<file path="src/core/lpc_regs.vh">
`ifndef LPC_REGS_VH
`define LPC_REGS_VH
// Configuration byte offsets of the three registers.
`define LPC_OFS_CMD 8'h04
`define LPC_OFS_STS 8'h06
`define LPC_OFS_REV 8'h08
// Reset values.
`define LPC_CMD_RST 16'h0000
`define LPC_STS_RST 16'h0290
// Command register writable bit positions.
`define LPC_CMD_IO 0
`define LPC_CMD_MEM 1
`define LPC_CMD_MST 2
`define LPC_CMD_MWI 4
`define LPC_CMD_PAR 6
`define LPC_CMD_SERR 8
// Mask of command bits that take writes.
`define LPC_CMD_WMASK 16'h0157
// Status event flag positions, and the capability bit at 4.
`define LPC_STS_DPE 15
`define LPC_STS_SSE 14
`define LPC_STS_MAB 13
`define LPC_STS_RTA 12
`define LPC_STS_MDP 8
`define LPC_STS_CAP 4
// Fixed status bits: medium select timing and back-to-back capable.
`define LPC_STS_FIXED 16'h0280
// Revision base value; arbitrary, not tied to any product.
`define LPC_REV_BASE 8'h00
// Width of the revision override field.
`define LPC_REV_OVR_W 3
`endif

</file>
<file path="src/core/lpc_flag.v">
`timescale 1ns/1ps
`default_nettype none
// One write-one-to-clear event flag; a set in the clear cycle wins.
module lpc_flag (
    input wire i_ref_clk,
    input wire i_rst,
    input wire i_set,
    input wire i_clr,
    output reg o_flag_q
);
    // Set has priority over clear so no event is lost.
    always @(posedge i_ref_clk) begin
        if (i_rst) begin
            o_flag_q <= 1'b0;
        end else if (i_set) begin
            o_flag_q <= 1'b1;
        end else if (i_clr) begin
            o_flag_q <= 1'b0;
        end
    end
endmodule // lpc_flag
`default_nettype wire

</file>
<file path="src/core/lpc_sync.v">
`timescale 1ns/1ps
`default_nettype none
// Two-flop synchroniser for a level from outside the clock domain.
module lpc_sync (
    input wire i_ref_clk,
    input wire i_rst,
    input wire i_d,
    output reg o_q
);
    reg meta_q; // First stage, read only by the second stage.
    // Shift the level through two flops.
    always @(posedge i_ref_clk) begin
        if (i_rst) begin
            meta_q <= 1'b0;
            o_q <= 1'b0;
        end else begin
            meta_q <= i_d;
            o_q <= meta_q;
        end
    end
endmodule // lpc_sync
`default_nettype wire

</file>
<file path="src/core/lpc_cmd_sts.v">
// Overview of operation
// - System error out only when enabled.
// - Parity response off ignores parity errors.
// - Write-invalidate command only when enabled.
// - Bus mastering only when master enabled.
// - Memory decoding only when memory enabled.
// - I/O decoding only when I/O enabled.
// - Command bits 9,7,5,3 read zero.
// - Command register resets to zero.
// - Event flags clear by writing one.
// - Bit 15 sets on any parity error.
// - Bit 14 sets when system error asserted.
// - Bit 13 sets on own master abort.
// - Bit 12 sets on received target abort.
// - Never target abort; bit 11 zero.
// - Select timing field reads binary 01.
// - Bit 8 needs master, parity, response.
// - Bit 7 one, bits 6,5 zero.
// - Bit 4 follows power management support.
// - Status resets to 0290h; here 0280h until synchronised power management support sets bit 4.
// - Revision read-only, low bits overridable.
`timescale 1ns/1ps
`default_nettype none
`include "lpc_regs.vh"
module lpc_cmd_sts (
    input wire i_ref_clk,
    input wire i_rst,
    // Configuration access port: byte offset, byte enables, data.
    input wire i_cfg_rd,
    input wire i_cfg_wr,
    input wire [7:0] i_cfg_addr,
    input wire [1:0] i_cfg_be,
    input wire [15:0] i_cfg_wdata,
    output reg [15:0] o_cfg_rdata_q,
    // Datapath event inputs, same clock domain.
    input wire i_parity_err_seen,
    input wire i_serr_req,
    input wire i_master_abort,
    input wire i_target_abort_rcvd,
    input wire i_master_active,
    input wire i_master_perr,
    input wire i_mwi_req,
    // Loader values, from outside this domain.
    input wire i_pm_supported,
    input wire i_rev_ovr_valid,
    input wire [2:0] i_rev_ovr,
    // Controls toward the datapath.
    output reg o_io_decode_enable_q,
    output reg o_memory_decode_enable_q,
    output reg o_master_enable_q,
    output reg o_write_invalidate_ok_q,
    output reg o_parity_response_q,
    output reg o_hub_parity_gen_q,
    output reg o_serr_q,
    output reg o_target_abort_q
);
    reg [15:0] cmd_q; // Command register storage.
    wire pm_s; // Synchronised power management indication.
    wire ovr_v_s; // Synchronised override valid.
    wire [2:0] ovr_s; // Synchronised override field.
    wire [4:0] flags; // Event flags.
    wire [4:0] flag_set; // Event set strobes.
    wire [4:0] flag_clr; // Event clear strobes.
    reg [2:0] rev_low_q; // Latched revision low bits.
    wire [15:0] sts_word; // Assembled status word.
    wire [7:0] rev_word; // Assembled revision byte.
    wire [7:0] rev_base; // Fixed revision value before any override.
    wire wr_cmd; // Write to command register.
    wire wr_sts; // Write to status register.
    wire [15:0] bemask; // Byte lane mask.
    genvar g;

    // Decode a byte offset hit; used for both reads and writes.
    function hit;
        input [7:0] addr;
        input [7:0] ofs;
        begin
            hit = (addr == ofs);
        end
    endfunction

    assign bemask = {{8{i_cfg_be[1]}}, {8{i_cfg_be[0]}}};
    assign wr_cmd = i_cfg_wr && hit(i_cfg_addr, `LPC_OFS_CMD);
    assign wr_sts = i_cfg_wr && hit(i_cfg_addr, `LPC_OFS_STS);

    // Loader inputs cross in through two flops each.
    lpc_sync u_pm (.i_ref_clk(i_ref_clk), .i_rst(i_rst), .i_d(i_pm_supported), .o_q(pm_s));
    lpc_sync u_ov (.i_ref_clk(i_ref_clk), .i_rst(i_rst), .i_d(i_rev_ovr_valid), .o_q(ovr_v_s));
    generate
        for (g = 0; g < `LPC_REV_OVR_W; g = g + 1) begin : g_ovr
            lpc_sync u_s (.i_ref_clk(i_ref_clk), .i_rst(i_rst), .i_d(i_rev_ovr[g]), .o_q(ovr_s[g]));
        end
    endgenerate

    // Command register: only writable bits take data, reset clears all.
    always @(posedge i_ref_clk) begin
        if (i_rst) begin
            cmd_q <= `LPC_CMD_RST;
        end else if (wr_cmd) begin
            cmd_q <= (cmd_q & ~(bemask & `LPC_CMD_WMASK)) |
                     (i_cfg_wdata & bemask & `LPC_CMD_WMASK);
        end
    end

    // Event sources; parity detection sets regardless of response control.
    assign flag_set[0] = i_parity_err_seen;
    assign flag_set[1] = o_serr_q;
    assign flag_set[2] = i_master_abort && i_master_active;
    assign flag_set[3] = i_target_abort_rcvd && i_master_active;
    assign flag_set[4] = i_master_active && i_master_perr && cmd_q[`LPC_CMD_PAR];
    assign flag_clr[0] = wr_sts && i_cfg_be[1] && i_cfg_wdata[`LPC_STS_DPE];
    assign flag_clr[1] = wr_sts && i_cfg_be[1] && i_cfg_wdata[`LPC_STS_SSE];
    assign flag_clr[2] = wr_sts && i_cfg_be[1] && i_cfg_wdata[`LPC_STS_MAB];
    assign flag_clr[3] = wr_sts && i_cfg_be[1] && i_cfg_wdata[`LPC_STS_RTA];
    assign flag_clr[4] = wr_sts && i_cfg_be[1] && i_cfg_wdata[`LPC_STS_MDP];

    // One flag per event, set wins over clear.
    generate
        for (g = 0; g < 5; g = g + 1) begin : g_flag
            lpc_flag u_f (.i_ref_clk(i_ref_clk), .i_rst(i_rst), .i_set(flag_set[g]),
                          .i_clr(flag_clr[g]), .o_flag_q(flags[g]));
        end
    endgenerate

    // Status word: event flags, fixed bits, capability bit, zeros elsewhere.
    assign sts_word = `LPC_STS_FIXED |
                      ({15'h0000, flags[0]} << `LPC_STS_DPE) |
                      ({15'h0000, flags[1]} << `LPC_STS_SSE) |
                      ({15'h0000, flags[2]} << `LPC_STS_MAB) |
                      ({15'h0000, flags[3]} << `LPC_STS_RTA) |
                      ({15'h0000, flags[4]} << `LPC_STS_MDP) |
                      ({15'h0000, pm_s} << `LPC_STS_CAP);

    // Revision low bits follow the loader when its value is valid.
    always @(posedge i_ref_clk) begin
        if (i_rst) begin
            rev_low_q <= 3'h0;
        end else if (ovr_v_s) begin
            rev_low_q <= ovr_s;
        end
    end
    // Upper bits always come from the fixed value; only the low field may be replaced.
    assign rev_base = `LPC_REV_BASE;
    assign rev_word = {rev_base[7:3], rev_low_q};

    // Read data register; unmapped offsets return zero.
    always @(posedge i_ref_clk) begin
        if (i_rst) begin
            o_cfg_rdata_q <= 16'h0000;
        end else if (i_cfg_rd) begin
            if (hit(i_cfg_addr, `LPC_OFS_CMD)) begin
                o_cfg_rdata_q <= cmd_q & `LPC_CMD_WMASK;
            end else if (hit(i_cfg_addr, `LPC_OFS_STS)) begin
                o_cfg_rdata_q <= sts_word;
            end else if (hit(i_cfg_addr, `LPC_OFS_REV)) begin
                o_cfg_rdata_q <= {8'h00, rev_word};
            end else begin
                o_cfg_rdata_q <= 16'h0000;
            end
        end
    end

    // Registered controls toward the datapath.
    always @(posedge i_ref_clk) begin
        if (i_rst) begin
            o_io_decode_enable_q <= 1'b0;
            o_memory_decode_enable_q <= 1'b0;
            o_master_enable_q <= 1'b0;
            o_write_invalidate_ok_q <= 1'b0;
            o_parity_response_q <= 1'b0;
            o_hub_parity_gen_q <= 1'b0;
            o_serr_q <= 1'b0;
            o_target_abort_q <= 1'b0;
        end else begin
            o_io_decode_enable_q <= cmd_q[`LPC_CMD_IO];
            o_memory_decode_enable_q <= cmd_q[`LPC_CMD_MEM];
            o_master_enable_q <= cmd_q[`LPC_CMD_MST];
            o_write_invalidate_ok_q <= cmd_q[`LPC_CMD_MWI] && cmd_q[`LPC_CMD_MST] && i_mwi_req;
            o_parity_response_q <= cmd_q[`LPC_CMD_PAR];
            o_hub_parity_gen_q <= cmd_q[`LPC_CMD_PAR];
            o_serr_q <= i_serr_req && cmd_q[`LPC_CMD_SERR];
            o_target_abort_q <= 1'b0;
        end
    end
endmodule // lpc_cmd_sts
`default_nettype wire

</file>
<file path="config.mk">
export PLATFORM = sky130hd
export DESIGN_NAME = lpc_cmd_sts
export DESIGN_NICKNAME = d
export VERILOG_FILES = /design/src/core/lpc_flag.v /design/src/core/lpc_sync.v /design/src/core/lpc_cmd_sts.v
export VERILOG_INCLUDE_DIRS = /design/src /design/src/core
export SDC_FILE = /design/constraint.sdc
export NUM_CORES = 1
export LEC_CHECK = 0
export BUFFER_PORTS_ARGS = -buffer_cell sky130_fd_sc_hd__buf_4
export CAP_MARGIN = 20
export CORE_MARGIN = 10
export CORE_UTILIZATION = 42
export DETAILED_ROUTE_END_ITERATION = 8
export GPL_ROUTABILITY_DRIVEN = 0
export PLACE_DENSITY = 0.74
export SLEW_MARGIN = 20
export SYNTH_ARGS = -nofsm -noshare
export SYNTH_HDL_FRONTEND = slang
export SYNTH_SLANG_ARGS = --single-unit
</file>
<file path="constraint.sdc">
create_clock -name i_ref_clk -period 1.4 [get_ports i_ref_clk]
set_input_delay 0 -clock i_ref_clk [delete_from_list [all_inputs] [get_ports i_ref_clk]]
set_output_delay 0 -clock i_ref_clk [all_outputs]
set_load 0.01 [all_outputs]
</file>
==> flow_summary.toml <==
[outcome]
outcome = "finished, final reports clean"

[layout]
drive_gt1_share_pct = 36.2
diodes = 0
final_cell_mix = "buf_4 (68), dfxtp_1 (41), nor2b_1 (19), dlygate4sd3_1 (15), nor2_1 (10)"
fillers = 353
final_common_cell = "buf_4"
final_nets = 284
areaGrowthSynthToFinish_pct = 45.6
design_area_um2 = 2350

[synth]
synthCells = 163
synth-seq-area-share_pct = 50.9
avgSynthCellArea_um2 = 9.90
netlist-cell-type-count = 30
ys_warn_count = 0
synthTopCellsByArea = "dfxtp_1 (51%), nor2b_1 (7.4%), nand4_1 (3.5%)"
synth.top_cell.area_share_pct = 50.9
synth_top_area_cell = "dfxtp_1"
synth_area_um2 = 1610
synth-seq-cells = 41

[routing]
postRouteAntennaNets = 0
drc = 0
drtPass1Iterations = 6
drt_wl_total_um = 4030
vias = 1423
drtIter0Drc = 45
routed_via_density = 4.89
wl_per_cell_um = 13.9

[clocking]
cts_made_buffers = 5
ctsLongestPathBuffers = 2
clkSlewWorstSetupHoldPaths_ns = 0.08
cts.htree.levels = 2
clk_latency_ns = 0.29
cts-root-buf = "clkbuf_8"
cts_tree = "yes"
cts.sinks = 41
cts_resized = 0

[timing]
period_needed_ns = 1.21
rsz0062_at_grt = "no"
fmax_mhz = 824
whs_ns = 0.0455
finalSetupViolCount = 0
drv_slew = 0
hold_viol = 0
worst_clock_skew_ns = 0.00457
period_share_pct = 86.7

[global_routing]
grt_pass1_wl_um = 6440
antenna_found_initial = 0
overflow = 0
grt_usage_pct = 12.4
grt_pass1_vias = 1399
grt_max_degree = 42

[flow_run]
cap_viol_max_count = 0

[critical_path]
cp-start-kind = "input pin"
critical_path_class = "input pin to register"
worstPathMaxFanout = 4
worst_setup_path_end_kind = "register"
critPathArrivalTime_ns = 1.40
crit_required_ns = 1.59

[placed_design]
post-dp-hpwl_um = 2920
io_buffers = 54
dpl_cell_area_um2 = 2120

[floorplanning]
die_x_um = 82.0
io_pins = 66
core-area_um2 = 3690
initial_core_util_pct = 43.8
die_area_um2 = 6720
rows = 22
dieHeight_um = 82.0

[power_and_ir_drop]
p_leak_nw = 1.00
ir_drop_mv = 0.438
power-per-cell-area_nw_per_um2 = 929

[hold_path]
hp-class = "input pin to register"
==> metrics by stage <==
step / instances / power (mW) / TNS (ns) / util (%) / setup WS (ns)
final: 291 / 2.18 / 0 / 63.7 / 0.186
after CTS: 291 / 2.20 / 0 / 63.7 / 0.185
after global routing: 291 / 2.29 / 0 / 63.7 / 0.175
after detailed placement: 268 / 1.44 / -0.466 / 57.4 / -0.130
after global placement: 268 / 1.44 / -0.379 / 57.4 / -0.108
after floorplan: 167 / 1.32 / 0 / - / 0.0302
==> cells in the mapped netlist <==
cell and instances:
or4b_1 1, a32o_1 1, or4b_4 1, nor2_1 10, nor4b_1 2, nor2b_1 19, buf_4 7, a31o_2 2
nor3b_1 2, conb_1 1, nand2_1 7, or4_4 1, o31ai_1 1, nand2b_1 8, and2b_2 1, clkbuf_1 7
nor4_2 1, or4_1 1, mux2i_1 4, nor3_4 1, a311oi_1 5, mux2_2 4, inv_1 3, nand4_1 9
dfxtp_1 41, and3_1 3, clkdlybuf4s25_1 1, nand3_1 9, nor4b_2 1, a21oi_1 9
==> critical path, cell delays in order <==
cell    delay [ns]
buf_4         0.11
or4b_4        0.56
or4b_1        0.51
a32o_1        0.21
==> cell type report <==
cell class                      count  area [um^2]  share of cell area [%]
Clock inverter                      2         10.0                   0.426
Timing Repair Buffer               83          661                    28.1
Clock buffer                        6         72.6                    3.09
Multi-Input combinational cell    108          714                    30.4
Tap cell                           48         60.1                    2.56
Inverter                            3         11.3                   0.479
Sequential cell                    41          821                    34.9
==> power breakdown <==
part | internal, mW | total (mW) | leakage (nW) | switching, mW
Sequential | 1.19 | 1.20 | 0.334 | 0.0102
Combinational | 0.150 | 0.248 | 0.626 | 0.0981
Clock | 0.345 | 0.734 | 0.0450 | 0.389
Total | 1.69 | 2.18 | 1.00 | 0.497
==> repair_timing <==
item,4_1_cts,5_1_grt
setup endpoints to repair,0,0
hold buffers,15,0
buffers inserted,0,0
endpoints found under the hold margin,12,0
==> layer usage <==
layer  vias up  global-route usage (%)  wire [um]
met5         -                       0          0
met4         0                    5.61         76
met3         7                    5.79        387
met2        49                    19.9       1890
met1       649                    13.7       1680
li1        718                       -          -
==> path summary, 6_finish.rpt <==
kind / depth (start not counted) / endpoint / start / slack [ns]
setup / recovery: 4 / g_flag[4].u_f.o_flag_q / i_cfg_addr[3] / 0.19
hold reg to reg: 1 / g_ovr[1].u_s.o_q / g_ovr[1].u_s.meta_q / 0.44
hold / removal: 3 / register / i_cfg_wdata[6] / 0.05
setup reg to reg: 2 / g_flag[4].u_f.o_flag_q / register / 0.53
==> cells by family (layout without fill, tap and decap cells) <==
| family | after synthesis | in the layout | synth area share [%] |
|---|---|---|---|
| buf+inv | 18 | 94 | 6.20 |
| simple gates | 77 | 77 | 29.8 |
| flops | 41 | 41 | 50.9 |
| compound gates | 18 | 18 | 7.67 |
| other cells | 1 | 5 | 0.232 |
| mux | 8 | 8 | 5.27 |
(Power assumes the default switching activity.)
